$ cat config.mk
export PLATFORM = sky130hd
export DESIGN_NAME = lic_gate
export DESIGN_NICKNAME = d
export VERILOG_FILES = /design/src/lic_pkg.sv /design/src/lic_step_if.sv /design/src/lic_gate.sv /design/src/lic_action_dec.sv
export SDC_FILE = /design/constraint.sdc
export NUM_CORES = 1
export LEC_CHECK = 0
export BUFFER_PORTS_ARGS = -buffer_cell sky130_fd_sc_hd__buf_2
export CAP_MARGIN = 20
export CORE_AREA = 2 2 39 41
export CTS_BUF_LIST = sky130_fd_sc_hd__clkbuf_4 sky130_fd_sc_hd__clkbuf_8 sky130_fd_sc_hd__clkbuf_16
export CTS_CLUSTER_SIZE = 16
export DETAILED_ROUTE_END_ITERATION = 12
export DIE_AREA = 0 0 41 43
export GPL_ROUTABILITY_DRIVEN = 0
export PLACE_DENSITY_LB_ADDON = 0.3
export SLEW_MARGIN = 20
export SYNTH_ARGS = -nofsm -noshare
export SYNTH_HDL_FRONTEND = slang
export SYNTH_SLANG_ARGS = --single-unit
$ cat constraint.sdc
create_clock -name clk_sys_i -period 1 [get_ports clk_sys_i]
set_input_delay 0.2 -clock clk_sys_i [delete_from_list [all_inputs] [get_ports clk_sys_i]]
set_output_delay 0.2 -clock clk_sys_i [all_outputs]
set_load 0.1 [all_outputs]
$ cat src/lic_pkg.sv
// package for the ladder interlock gating unit
package lic_pkg;
    localparam int LIC_OP_W = 3;
    typedef enum logic [2:0] {
        LIC_OP_OTHER = 3'h0,
        LIC_OP_BEGIN = 3'h1,
        LIC_OP_CLEAR = 3'h2,
        LIC_OP_TIMER = 3'h3,
        LIC_OP_HOLD = 3'h4
    } lic_op_t;
    localparam logic LIC_GATE_RST = 1'b1;
    localparam logic LIC_ACTIVE_RST = 1'b0;
    localparam logic [1:0] LIC_ACT_RUN = 2'h0;
    localparam logic [1:0] LIC_ACT_RESET = 2'h1;
    localparam logic [1:0] LIC_ACT_FREEZE = 2'h2;
    localparam logic [1:0] LIC_ACT_IGNORE = 2'h3;
endpackage

$ cat src/lic_step_if.sv
// interface carrying one classified instruction step to the decision unit
`timescale 1ns/10ps
interface lic_step_if;
    import lic_pkg::*;
    logic gate;
    lic_op_t op;
    logic [1:0] action;
    modport core (output gate, output op, input action);
    modport dec (input gate, input op, output action);
endinterface

$ cat src/lic_gate.sv
// execution-condition gating for interlock sections of the scan engine
`timescale 1ns/10ps
// Functional notes
// - condition at interlock_begin gates all instructions through next interlock_clear
// - gate on: instruction uses own condition, equal to ANDing with gate
// - gate off: timers inside section are reset
// - gate off: counters, shift registers, keep hold operands and values
// - gate off: all other instructions leave operands untouched
// - gate off: present OFF condition, resume after interlock_clear
// - nested interlock_begin gates from itself through the shared interlock_clear
// - repeated interlock_clear without begin has no extra effect
module lic_gate
    import lic_pkg::*;
(
    input wire logic clk_sys_i,
    input wire logic rst_i,
    input wire logic scan_start_i,
    input wire logic instr_valid_i,
    input wire logic [2:0] instr_op_i,
    input wire logic line_cond_i,
    output logic exec_cond_o,
    output logic timer_reset_o,
    output logic freeze_o,
    output logic ignore_o,
    output logic exec_valid_o,
    output logic in_section_o,
    output logic gate_o
);
    lic_step_if st ();

    logic gate_q, gate_d;
    logic active_q, active_d;
    logic exec_cond_q, timer_reset_q, freeze_q, ignore_q, exec_valid_q;

    wire lic_op_t op = lic_op_t'(instr_op_i);
    wire is_begin = instr_valid_i && (op == LIC_OP_BEGIN);
    wire is_clear = instr_valid_i && (op == LIC_OP_CLEAR);
    // an inner begin can only narrow: gate ANDs with the new condition
    wire begin_gate = active_q ? (gate_q && line_cond_i) : line_cond_i;
    // a word beside scan start is dropped, so it never counts as a body word
    wire body = instr_valid_i && !scan_start_i && !is_begin && !is_clear;

    assign st.gate = gate_q;
    assign st.op = op;

    lic_action_dec u_dec (
        .st(st)
    );

    always_comb begin
        gate_d = gate_q;
        active_d = active_q;
        if (scan_start_i) begin
            gate_d = LIC_GATE_RST;
            active_d = LIC_ACTIVE_RST;
        end else if (is_begin) begin
            gate_d = begin_gate;
            active_d = 1'b1;
        end else if (is_clear) begin
            // a second clear finds the gate open already: no extra effect
            gate_d = LIC_GATE_RST;
            active_d = LIC_ACTIVE_RST;
        end
    end

    always_ff @(posedge clk_sys_i or posedge rst_i) begin
        if (rst_i) begin
            gate_q <= LIC_GATE_RST;
        end else begin
            gate_q <= gate_d;
        end
    end

    always_ff @(posedge clk_sys_i or posedge rst_i) begin
        if (rst_i) begin
            active_q <= LIC_ACTIVE_RST;
        end else begin
            active_q <= active_d;
        end
    end

    // a dropped or marker word leaves every result low
    wire exec_cond_d = body && line_cond_i && gate_q;
    wire timer_reset_d = body && (st.action == LIC_ACT_RESET);
    wire freeze_d = body && (st.action == LIC_ACT_FREEZE);
    wire ignore_d = body && (st.action == LIC_ACT_IGNORE);

    // outputs registered; one cycle after the body instruction
    always_ff @(posedge clk_sys_i or posedge rst_i) begin
        if (rst_i) begin
            exec_valid_q <= 1'b0;
            exec_cond_q <= 1'b0;
        end else begin
            exec_valid_q <= body;
            exec_cond_q <= exec_cond_d;
        end
    end

    // kept apart so each flop group stays short
    always_ff @(posedge clk_sys_i or posedge rst_i) begin
        if (rst_i) begin
            timer_reset_q <= 1'b0;
            freeze_q <= 1'b0;
            ignore_q <= 1'b0;
        end else begin
            timer_reset_q <= timer_reset_d;
            freeze_q <= freeze_d;
            ignore_q <= ignore_d;
        end
    end

    assign exec_cond_o = exec_cond_q;
    assign timer_reset_o = timer_reset_q;
    assign freeze_o = freeze_q;
    assign ignore_o = ignore_q;
    assign exec_valid_o = exec_valid_q;
    assign in_section_o = active_q;
    assign gate_o = gate_q;

    chk_gate_and_cond: assert property (@(posedge clk_sys_i) disable iff (rst_i)
        (body && !scan_start_i) |=> (exec_cond_o == ($past(line_cond_i) && $past(gate_q))))
        else $error("exec condition not gated");
    chk_off_no_cond: assert property (@(posedge clk_sys_i) disable iff (rst_i)
        (body && !gate_q) |=> !exec_cond_o)
        else $error("condition passed while gate off");
    chk_timer_reset: assert property (@(posedge clk_sys_i) disable iff (rst_i)
        (body && !gate_q && op == LIC_OP_TIMER) |=> timer_reset_o && !freeze_o)
        else $error("timer not reset");
    chk_hold_freeze: assert property (@(posedge clk_sys_i) disable iff (rst_i)
        (body && !gate_q && op == LIC_OP_HOLD) |=> freeze_o && !timer_reset_o)
        else $error("holder not frozen");
    chk_other_ignore: assert property (@(posedge clk_sys_i) disable iff (rst_i)
        (body && !gate_q && op == LIC_OP_OTHER) |=> ignore_o && !exec_cond_o)
        else $error("other instruction not ignored");
    chk_begin_capture: assert property (@(posedge clk_sys_i) disable iff (rst_i)
        (is_begin && !scan_start_i && !active_q) |=> (gate_q == $past(line_cond_i)) && in_section_o)
        else $error("begin did not capture condition");
    chk_nested_narrow: assert property (@(posedge clk_sys_i) disable iff (rst_i)
        (is_begin && !scan_start_i && active_q && !gate_q) |=> !gate_q)
        else $error("inner begin reopened gate");
    chk_clear_open: assert property (@(posedge clk_sys_i) disable iff (rst_i)
        (is_clear && !scan_start_i) |=> gate_q && !in_section_o)
        else $error("clear did not open gate");
    chk_scan_start: assert property (@(posedge clk_sys_i) disable iff (rst_i)
        scan_start_i |=> gate_q && !in_section_o && !exec_valid_o)
        else $error("scan start did not clear gate");

    // result pulses
    chk_body_valid: assert property (@(posedge clk_sys_i) disable iff (rst_i)
        body
        |=> exec_valid_o)
        else $error("body word gave no result");
    chk_marker_quiet: assert property (@(posedge clk_sys_i) disable iff (rst_i)
        (is_begin || is_clear)
        |=> !exec_valid_o && !exec_cond_o)
        else $error("marker word gave a result");
    chk_scan_drop: assert property (@(posedge clk_sys_i) disable iff (rst_i)
        scan_start_i
        |=> !exec_cond_o && !timer_reset_o && !freeze_o && !ignore_o)
        else $error("word beside scan start not dropped");
    chk_idle_quiet: assert property (@(posedge clk_sys_i) disable iff (rst_i)
        !instr_valid_i
        |=> !exec_valid_o && !exec_cond_o && !timer_reset_o && !freeze_o && !ignore_o)
        else $error("result without a word");
    chk_on_no_action: assert property (@(posedge clk_sys_i) disable iff (rst_i)
        (body && gate_q)
        |=> !timer_reset_o && !freeze_o && !ignore_o)
        else $error("gate on but action forced");
    chk_on_timer_runs: assert property (@(posedge clk_sys_i) disable iff (rst_i)
        (body && gate_q && op == LIC_OP_TIMER)
        |=> exec_cond_o == $past(line_cond_i))
        else $error("timer lost own condition");
    chk_hold_on_cond: assert property (@(posedge clk_sys_i) disable iff (rst_i)
        (body && gate_q && op == LIC_OP_HOLD)
        |=> (exec_cond_o == $past(line_cond_i)) && !freeze_o)
        else $error("holder frozen while gate on");
    chk_one_action: assert property (@(posedge clk_sys_i) disable iff (rst_i)
        exec_valid_o
        |-> $onehot0({timer_reset_o, freeze_o, ignore_o}))
        else $error("more than one action at once");
    chk_pulse_owner: assert property (@(posedge clk_sys_i) disable iff (rst_i)
        (exec_cond_o || timer_reset_o || freeze_o || ignore_o)
        |-> exec_valid_o)
        else $error("result pulse without valid");
    chk_off_valid: assert property (@(posedge clk_sys_i) disable iff (rst_i)
        (body && !gate_q)
        |=> exec_valid_o && (timer_reset_o || freeze_o || ignore_o))
        else $error("gate off word got no action");
    chk_high_ignore: assert property (@(posedge clk_sys_i) disable iff (rst_i)
        (body && !gate_q && instr_op_i > 3'h4)
        |=> ignore_o && !freeze_o && !timer_reset_o)
        else $error("spare code not ignored");
    chk_timer_no_cond: assert property (@(posedge clk_sys_i) disable iff (rst_i)
        timer_reset_o
        |-> !exec_cond_o)
        else $error("timer reset with condition on");
    chk_freeze_no_cond: assert property (@(posedge clk_sys_i) disable iff (rst_i)
        freeze_o
        |-> !exec_cond_o && !ignore_o)
        else $error("frozen word also ran");

    // gate and section state
    chk_gate_hold: assert property (@(posedge clk_sys_i) disable iff (rst_i)
        (!scan_start_i && !is_begin && !is_clear)
        |=> $stable(gate_q) && $stable(active_q))
        else $error("gate moved without a marker");
    chk_nested_and: assert property (@(posedge clk_sys_i) disable iff (rst_i)
        (is_begin && !scan_start_i && active_q && gate_q)
        |=> (gate_q == $past(line_cond_i)) && in_section_o)
        else $error("inner begin ignored its condition");
    chk_begin_enter: assert property (@(posedge clk_sys_i) disable iff (rst_i)
        (is_begin && !scan_start_i)
        |=> in_section_o)
        else $error("begin did not open a section");
    chk_repeat_clear: assert property (@(posedge clk_sys_i) disable iff (rst_i)
        (is_clear && !scan_start_i && !active_q)
        |=> $stable(gate_q) && $stable(active_q))
        else $error("second clear changed state");
    chk_outside_open: assert property (@(posedge clk_sys_i) disable iff (rst_i)
        !active_q
        |-> gate_q)
        else $error("gate closed outside a section");
endmodule

$ cat src/lic_action_dec.sv
// decides how a gated instruction behaves
`timescale 1ns/10ps
module lic_action_dec
    import lic_pkg::*;
(
    lic_step_if.dec st
);
    wire gate_off = !st.gate;
    wire is_timer = (st.op == LIC_OP_TIMER);
    wire is_hold = (st.op == LIC_OP_HOLD);
    // timers reset, holders frozen, rest ignored when gate off
    assign st.action = !gate_off ? LIC_ACT_RUN :
                       is_timer ? LIC_ACT_RESET :
                       is_hold ? LIC_ACT_FREEZE :
                       LIC_ACT_IGNORE;
endmodule

==> results.py, run 1 <==
metrics = {
    "clocking": {
        "cts_root_buffer": "clkbuf_4",
        "clk_pin_slew_ps": 50,
        "cts_tree": "done",
        "cts_buffer_depth": 2,
        "worstSkewPairLatency_ps": 250,
        "cts_buffers": 3,
        "htreeDepth": 1,
        "cts_sinks": 7,
    },
    "floorplan": {
        "rows": 14,
        "dieArea_mm2": 0.00176,
        "pin_count": 15,
        "initial_core_util_pct": 23.8,
        "fp.dieH_um": 43,
        "coreArea_mm2": 0.00138,
        "die_w_um": 41,
    },
    "synthesis": {
        "synth_top_area_share_pct": 45.6,
        "yosysTopAreaCell": "dfrtp_1",
        "ys_seq_elements": 7,
        "yosysSeqAreaShare_pct": 53.6,
        "synthesis.area_um2": 329,
        "netlist_instances": 29,
        "syn-num-nets": 37,
        "syn_area_per_cell_um2": 11.3,
        "netlist_top_cells_area": "dfrtp_1, dfstp_2, nor3b_1",
        "yosys_warnings": 0,
        "ys_types": 21,
    },
    "critical_path": {
        "endpoint_kind": "output pin",
        "crit_required_ps": 800,
        "path_cells": "buf_12",
        "max_stage_delay_ps": 630,
        "cp_top_family": "flip-flops",
        "critPathLaunchType": "flip-flop",
        "crit_type": "flip-flop to output pin",
        "cp_max_fo": 2,
        "critPathSlowestCell": "dfstp_4",
        "path_buf_inv": 1,
        "worst_ep_arrival_time_ps": 1050,
    },
    "global_route": {
        "grt_first_pass_wirelength_um": 1260,
        "track_usage_pct": 11.9,
        "use_met1_pct": 12.6,
        "grt_antenna_before_repair": 0,
        "grt_pass1_vias": 282,
        "grt-busiest-layer": "met2",
        "grt_max_degree": 8,
        "grt_util_met2_pct": 16.3,
        "grt.overflow.total": 0,
        "gr-usage-met3_pct": 4.71,
    },
    "worst_hold_path": {
        "worst_hold_path_type": "input pin to flip-flop",
    },
    "drt": {
        "via_count": 297,
        "drt_wl_total_um": 787,
        "post-route-drc-count": 0,
        "dr.pass1.iters": 3,
        "viasPerCell": 4.43,
        "wl_per_cell_um": 11.7,
        "drtAntennaViolNets": 0,
        "drt_iter0_markers": 3,
    },
    "status": {
        "status": "finished, violations left",
        "failed_checks": "setup timing",
    },
    "cells_and_area": {
        "area.growth.synth_to_final_pct": 90.1,
        "diodes": 0,
        "final_layout_size_suffix_gt1_share_pct": 72.5,
        "final_cell_area_um2": 626,
        "nets": 60,
        "instances_no_fill": 67,
        "fillers": 130,
    },
    "place": {
        "port_buffers": 14,
        "dp_cells": 60,
        "place_area_um2": 559,
        "dp.final_hpwl_um": 576,
        "post-place-ws_ps": -10.1,
    },
    "timing": {
        "fin_skew_ps": 0.667,
        "slew_viol_final": 0,
        "setup_viol_count_final": 12,
        "slew_headroom_pct": 82.8,
        "fin_crit_sh_pct": 125,
        "tns_ps": -816,
        "finalCriticalPeriod_ps": 1250,
        "fin_hold_ws_ps": 195,
        "grt_setup_unrepaired": "true",
        "fmax_mhz": 801,
        "finalHoldViolCount": 0,
        "worst_slack_ps": -248,
        "worst_slew_pin_slew_ps": 258,
    },
    "pwr": {
        "ir_drop_v": 0.000428,
        "power.density_mw_per_mm2": 1220,
        "p_leak_uw": 0.000268,
    },
    "job": {
        "max_cap_violations": 0,
    },
}
==> area by class of cell <==
class,count,area (um^2),area share [%]
Clock buffer,4,30.0,4.80
Multi-Input combinational cell,21,171,27.4
Inverter,1,3.75,0.600
Timing Repair Buffer,18,211,33.8
Sequential cell,7,189,30.2
Tap cell,16,20.0,3.20
==> worst paths after layout <==
kind / start / end / slack (ps) / cells after the start
min in group asynchronous: rst_i / in_section_o / 410 / 3
max reg2reg: gate_o / exec_cond_o / -100 / 3
min: scan_start_i / in_section_o / 190 / 2
max: gate_o / gate_o / -250 / 1
min reg2reg: in_section_o / gate_o / 730 / 4
max in group asynchronous: rst_i / gate_o / 330 / 3
==> cell usage in the layout, fill, tap and decap left out, drive strengths merged, types with 2 or more instances in the layout <==
cell,synthesis,layout
nor2,3,3
buf,0,17
dfrtp,6,6
nor3b,2,2
clkbuf,0,4
and3,2,2
o21ai,2,2
==> where the power goes <==
| part | internal, uW | switching, uW | total [uW] |
|---|---|---|---|
| Sequential | 294 | 7.17 | 301 |
| Combinational | 69.9 | 103 | 173 |
| Clock | 180 | 109 | 288 |
==> layer usage <==
metal | vias up | wire (um)
li1 | 149 | -
met1 | 133 | 290
met2 | 13 | 437
met3 | 2 | 34
met4 | 0 | 25
met5 | - | 0
==> registers in the layout, summed over array words and instances, names as in the netlist <==
signal,count
gate_o,1
timer_reset_o,1
exec_cond_o,1
ignore_o,1
exec_valid_o,1
freeze_o,1
in_section_o,1
==> through the flow <==
step / utilization [%] / power [uW]
after global placement: 40.4 / 463
after detailed placement: 40.4 / 465
after CTS: 44.7 / 763
final: 45.2 / 762
after global routing: 45.2 / 805
after floorplan: - / 393
==> cells by family after synthesis <==
| logic type | synth area share [%] |
|---|---|
| xor gates and xnor gates | 5.32 |
| buffers and inverters | 1.14 |
| and+or+nand+nor | 30.0 |
| AOI/OAI and AO/OA | 9.89 |
| DFF | 53.6 |
==> cells in the mapped netlist <==
cell      count
a21oi_1       1
nor2b_2       1
and3_2        1
a22oi_1       1
inv_1         1
nand3b_1      1
dfstp_2       1
xnor2_1       1
nor4b_2       1
o21ai_0       2
nor2_2        1
dfrtp_1       6
and3_1        1
nor3b_1       2
xor2_1        1
a21bo_2       1
and4_2        1
nor2_1        2
nand2_1       1
and2_1        1
nor3_1        1
==> repair_timing <==
| item | 4_1_cts | 5_1_grt |
|---|---|---|
| endpoints found under the setup margin | 8 | 13 |
| resized for setup | 1 | 3 |
| setup buffers | 2 | 0 |
| endpoints found under the hold margin | 6 | 0 |
| hold buffers | 1 | 0 |
| pin swaps | 1 | 0 |
Note: power is estimated with default switching activity, not from simulation.
==> run 2: changes to the inputs <==
--- a/config.mk
+++ b/config.mk
@@ -7,9 +7,11 @@
 export LEC_CHECK = 0
 export BUFFER_PORTS_ARGS = -buffer_cell sky130_fd_sc_hd__buf_2
 export CAP_MARGIN = 20
+export CELL_PAD_IN_SITES_DETAIL_PLACEMENT = 1
+export CELL_PAD_IN_SITES_GLOBAL_PLACEMENT = 1
 export CORE_AREA = 2 2 39 41
 export CTS_BUF_LIST = sky130_fd_sc_hd__clkbuf_4 sky130_fd_sc_hd__clkbuf_8 sky130_fd_sc_hd__clkbuf_16
-export CTS_CLUSTER_SIZE = 16
+export CTS_CLUSTER_SIZE = 14
 export DETAILED_ROUTE_END_ITERATION = 12
 export DIE_AREA = 0 0 41 43
 export GPL_ROUTABILITY_DRIVEN = 0
@@ -17,4 +19,5 @@
 export SLEW_MARGIN = 20
 export SYNTH_ARGS = -nofsm -noshare
 export SYNTH_HDL_FRONTEND = slang
+export SYNTH_HIERARCHICAL = 1
 export SYNTH_SLANG_ARGS = --single-unit
==> results.py, run 2 <==
metrics = {
    "synthesis": {
        "syn-num-nets": 40,
        "yosysSeqAreaShare_pct": 51.6,
        "synth_common_cells": "dfrtp_1, inv_1, a21oi_1",
        "yosys_warnings": 6,
        "postSynth.asyncResetShare_pct": 100,
        "synth_edf_count": 0,
        "synthesis.area_um2": 342,
        "netlist_top_cells_area": "dfrtp_1, dfstp_2, nor4b_4",
        "ys.flop_type": "dfrtp_1",
        "yosysTopAreaCell": "dfrtp_1",
        "ys_types": 17,
        "synth.most_common_cell": "dfrtp_1",
        "ys_seq_elements": 7,
        "netlist_instances": 32,
        "syn_area_per_cell_um2": 10.7,
        "synth_top_area_share_pct": 44.0,
    },
    "clocking": {
        "clk_pin_slew_ps": 50,
        "cts_buffer_depth": 2,
        "worstSkewPairLatency_ps": 250,
        "cts_buffers": 3,
        "htreeDepth": 1,
        "cts_sinks": 7,
        "cts_tree": "done",
        "cts_root_buffer": "clkbuf_4",
    },
    "status": {
        "failed_checks": "setup timing",
        "status": "finished, violations left",
    },
    "cells_and_area": {
        "final_layout_size_suffix_gt1_share_pct": 66.1,
        "nets": 65,
        "area.growth.synth_to_final_pct": 91.6,
        "mostFrequentLayoutCells": "buf_2, buf_12, buf_4",
        "instances_no_fill": 72,
        "diodes": 0,
    },
    "drt": {
        "post-route-drc-count": 0,
        "dr_wl_met2_um": 415,
        "viasPerCell": 4.57,
        "drt_iter0_markers": 4,
        "dr.pass1.iters": 4,
        "wl_met1_um": 302,
        "wl_met3_um": 48,
        "wl_per_cell_um": 11.1,
        "highest_layer": "met4",
        "drtAntennaViolNets": 0,
        "drt_wl_total_um": 801,
        "via_count": 329,
    },
    "timing": {
        "slew_viol_final": 0,
        "worst_slack_ps": -241,
        "fin_crit_sh_pct": 124,
        "setup_viol_count_final": 11,
        "finalHoldViolCount": 0,
        "fmax_mhz": 806,
        "worst_slew_pin_slew_ps": 250,
        "finalCriticalPeriod_ps": 1240,
        "slew_headroom_pct": 83.3,
        "fin_skew_ps": 0.336,
        "grt_setup_unrepaired": "true",
    },
    "critical_path": {
        "max_stage_delay_ps": 620,
        "endpoint_kind": "output pin",
        "rr_worst_depth": 4,
        "critPathLaunchType": "flip-flop",
        "critPathSlowestCell": "dfstp_4",
        "cp_max_fo": 2,
        "cp_top_family": "flip-flops",
        "endpoint": "gate_o",
        "crit_cells": 1,
        "crit_path_start": "gate_o",
        "path_cells": "buf_12",
        "crit_type": "flip-flop to output pin",
        "worstReg2RegStart": "gate_o",
        "r2r_end": "gate_o",
        "crit_required_ps": 800,
        "worst_ep_arrival_time_ps": 1040,
        "reg2reg_slack_ps": -220,
        "path_buf_inv": 1,
    },
    "place": {
        "dp_cells": 65,
        "port_buffers": 14,
        "dp.final_hpwl_um": 615,
    },
    "pwr": {
        "total_power_uw": 751,
        "ir_drop_v": 0.000432,
        "p_leak_uw": 0.000293,
        "power.density_mw_per_mm2": 1150,
    },
    "global_route": {
        "grt_pass1_vias": 322,
        "grt_antenna_before_repair": 0,
        "grt_max_degree": 8,
        "grt_first_pass_wirelength_um": 1330,
        "track_usage_pct": 12.1,
        "grt.overflow.total": 0,
    },
    "floorplan": {
        "pin_count": 15,
        "initial_core_util_pct": 24.7,
        "fp.dieH_um": 43,
        "dieArea_mm2": 0.00176,
        "rows": 14,
        "die_w_um": 41,
        "coreArea_mm2": 0.00138,
    },
    "worst_hold_path": {
        "worst_hold_path_type": "input pin to flip-flop",
    },
    "job": {
        "max_cap_violations": 0,
    },
}
run 2: cell count changes in the layout (fill, tap and decap cells not counted), moves of 2 or more:
cell,before,now
inv_1,1,4
nor3b_1,2,0
nand2_1,0,2
buf_4,2,5
nor3b_2,0,2
a21oi_1,0,2
run 2: how the worst min path moves through the flow:
stage / from / to / slack [ps] / cells past startpoint
6_report: line_cond_i / exec_cond_o / 250 / 2
5_1_grt: line_cond_i / exec_cond_o / 260 / 2
4_1_cts: line_cond_i / exec_cond_o / 240 / 2
3_5_place_dp: rst_i / in_section_o / 130 / 2
3_3_place_gp: rst_i / in_section_o / 130 / 2
2_1_floorplan: rst_i / ignore_o / 2 / 1
run 2: layer usage:
layer	GRT usage, %	vias to the layer above
li1	-	159
met1	13.9	150
met2	16.6	16
met3	1.57	4
met4	14.0	0
met5	0	-
run 2: power breakdown:
group / switching (uW) / internal [uW] / total [uW]
Sequential: 6.74 / 294 / 301
Combinational: 103 / 69.7 / 173
Clock: 98.5 / 179 / 278
Total: 208 / 543 / 751
run 2: logic make-up (layout without fill, tap and decap cells):
group	after synthesis	count (layout)	synth area share [%]
simple gates	14	14	30.8
flops	7	7	51.6
compound gates	6	6	10.6
buf+inv	4	28	4.39
xor+xnor	1	1	2.56
run 2: what timing repair did:
item | CTS | global route
hold endpoints to repair | 6 | 0
hold buffers | 1 | 0
resized for setup | 2 | 2
pin swaps | 1 | 0
endpoints found under the setup margin | 11 | 12
setup buffers | 2 | 0
run 2: per-stage QoR:
| step | hold slack (ps) | cell area (um^2) | TNS, ps | util, % | setup slack [ps] |
|---|---|---|---|---|---|
| 2_1_floorplan | 2.41 | 362 | -786 | - | -171 |
| 3_3_place_gp | 130 | 579 | -206 | 41.9 | -109 |
| 3_5_place_dp | 135 | 579 | -228 | 41.9 | -148 |
| 4_1_cts | 239 | 644 | -1040 | 46.6 | -254 |
| 5_1_grt | 257 | 654 | -1360 | 47.3 | -277 |
| 6_report | 250 | 654 | -969 | 47.3 | -241 |
run 2: final cells by class:
| cell class | count | area [um^2] |
|---|---|---|
| inverter | 4 | 15.0 |
| sequential | 7 | 189 |
| multi-input combinational | 21 | 178 |
| fill | 154 | 729 |
| clock buffer | 4 | 30.0 |
| timing repair buffer | 20 | 223 |
| tap | 16 | 20.0 |
==> run 3: changes to the inputs <==
--- a/config.mk
+++ b/config.mk
@@ -16,6 +16,7 @@
 export DIE_AREA = 0 0 41 43
 export GPL_ROUTABILITY_DRIVEN = 0
 export PLACE_DENSITY_LB_ADDON = 0.3
+export SETUP_SLACK_MARGIN = 0.2
 export SLEW_MARGIN = 20
 export SYNTH_ARGS = -nofsm -noshare
 export SYNTH_HDL_FRONTEND = slang
==> results.py, run 3 (synthesis gave the netlist of run 2 again) <==
metrics = {
    "status": {
        "status": "finished, violations left",
        "failed_checks": "setup timing",
    },
    "cells_and_area": {
        "mostFrequentLayoutCells": "buf_2, buf_12, dfrtp_4",
        "instances_no_fill": 71,
        "area.growth.synth_to_final_pct": 94.1,
        "diodes": 0,
        "final_layout_size_suffix_gt1_share_pct": 69.1,
        "nets": 64,
    },
    "timing": {
        "worst_slew_pin_slew_ps": 244,
        "fin_skew_ps": 0.955,
        "slew_viol_final": 0,
        "finalHoldViolCount": 0,
        "fmax_mhz": 807,
        "setup_viol_count_final": 11,
        "slew_headroom_pct": 83.7,
        "fin_crit_sh_pct": 124,
        "grt_setup_unrepaired": "true",
        "worst_slack_ps": -239,
        "finalCriticalPeriod_ps": 1240,
    },
    "place": {
        "port_buffers": 14,
        "dp_cells": 65,
        "dp.final_hpwl_um": 588,
        "post-place-ws_ps": -145,
    },
    "critical_path": {
        "crit_type": "flip-flop to output pin",
        "rr_worst_depth": 4,
        "crit_required_ps": 800,
        "cp_max_fo": 2,
        "critPathLaunchType": "flip-flop",
        "worst_ep_arrival_time_ps": 1040,
        "endpoint_kind": "output pin",
        "reg2reg_slack_ps": -220,
        "max_stage_delay_ps": 620,
        "worstReg2RegStart": "gate_o",
        "critPathSlowestCell": "dfstp_4",
        "path_cells": "buf_12",
        "r2r_end": "gate_o",
        "path_buf_inv": 1,
        "cp_top_family": "flip-flops",
    },
    "clocking": {
        "worstSkewPairLatency_ps": 250,
        "cts_root_buffer": "clkbuf_4",
        "cts_buffer_depth": 2,
        "cts_buffers": 3,
        "cts_tree": "done",
        "htreeDepth": 1,
        "cts_sinks": 7,
        "clk_pin_slew_ps": 50,
    },
    "pwr": {
        "power.density_mw_per_mm2": 1130,
        "switching_share_pct": 27.4,
        "ir_drop_v": 0.000412,
        "p_leak_uw": 0.000285,
        "p_switching_uw": 205,
        "power_frac_seq_pct": 40.7,
        "clkPwrFrac_pct": 36.8,
        "intPower_uw": 542,
        "combPwrFrac_pct": 22.5,
    },
    "floorplan": {
        "die_w_um": 41,
        "initial_core_util_pct": 24.7,
        "pin_count": 15,
        "rows": 14,
        "dieArea_mm2": 0.00176,
        "fp.dieH_um": 43,
        "coreArea_mm2": 0.00138,
    },
    "worst_hold_path": {
        "hold_end": "exec_cond_o",
        "worst_hold_path_type": "input pin to flip-flop",
        "holdPathStages": 2,
        "min_from": "line_cond_i",
    },
    "global_route": {
        "grt_pass1_vias": 311,
        "grt.overflow.total": 0,
        "track_usage_pct": 11.0,
        "grt_first_pass_wirelength_um": 1190,
        "grt_antenna_before_repair": 0,
        "grt_max_degree": 8,
    },
    "drt": {
        "post-route-drc-count": 0,
        "drtAntennaViolNets": 0,
        "dr.pass1.iters": 2,
        "via_count": 323,
        "drt_iter0_markers": 1,
        "wl_per_cell_um": 10.4,
        "drt_wl_total_um": 737,
        "viasPerCell": 4.55,
    },
    "job": {
        "max_cap_violations": 0,
    },
}
-- run 3: cell count changes in the layout (fill, tap and decap cells not counted) --
cell | previous run | this run
dfrtp_4 | 1 | 6
dfrtp_2 | 4 | 0
buf_4 | 5 | 4
dfrtp_1 | 1 | 0
nand2_1 | 2 | 1
nand2_2 | 0 | 1
-- run 3: cell type report --
class                           instances  area, um^2
Clock buffer                            4        30.0
Fill cell                             147         721
Inverter                                4        15.0
Multi-Input combinational cell         21         180
Sequential cell                         7         203
Tap cell                               16        20.0
Timing Repair Buffer                   19         215
-- run 3: layer usage --
metal / GRT usage, % / wire, um / vias to the layer above
met5: 0 / 0 / -
met4: 14.0 / 14 / 0
met3: 1.57 / 50 / 2
met2: 15.6 / 388 / 16
met1: 11.3 / 283 / 149
li1: - / - / 156
-- run 3: worst max-delay path by stage --
stage | from | end | slack [ps] | depth (start not counted)
2_1_floorplan | gate_o | gate_o | -170 | 3
3_3_place_gp | scan_start_i | gate_o | -110 | 4
3_5_place_dp | scan_start_i | gate_o | -150 | 4
4_1_cts | gate_o | gate_o | -250 | 1
5_1_grt | gate_o | gate_o | -280 | 1
6_report | gate_o | gate_o | -240 | 1
-- run 3: power by group through the flow --
stage | clock [uW] | sequential, uW | combinational (uW)
2_1_floorplan | 0 | 359 | 33.0
3_3_place_gp | 0 | 310 | 159
3_5_place_dp | 0 | 310 | 161
4_1_cts | 292 | 304 | 168
5_1_grt | 313 | 304 | 179
6_report | 274 | 304 | 168
-- run 3: what timing repair did --
action / 4_1_cts / 5_1_grt
gates cloned: 0 / 0
hold endpoints to repair: 6 / 0
gates resized for setup: 2 / 3
pin swaps: 1 / 1
endpoints found under the setup margin: 12 / 13
hold buffers: 1 / 0
buffers inserted: 1 / 0
-- run 3: per-stage QoR --
| step | setup TNS, ps | cell area [um^2] | total power, uW | hold slack (ps) | util, % |
|---|---|---|---|---|---|
| 6_report | -1330 | 663 | 746 | 251 | 47.9 |
| 5_1_grt | -1690 | 663 | 796 | 260 | 47.9 |
| 4_1_cts | -1410 | 651 | 763 | 240 | 47.0 |
| 3_5_place_dp | -262 | 593 | 471 | 134 | 42.9 |
| 3_3_place_gp | -200 | 593 | 469 | 135 | 42.9 |
| 2_1_floorplan | -702 | 375 | 392 | 2.81 | - |
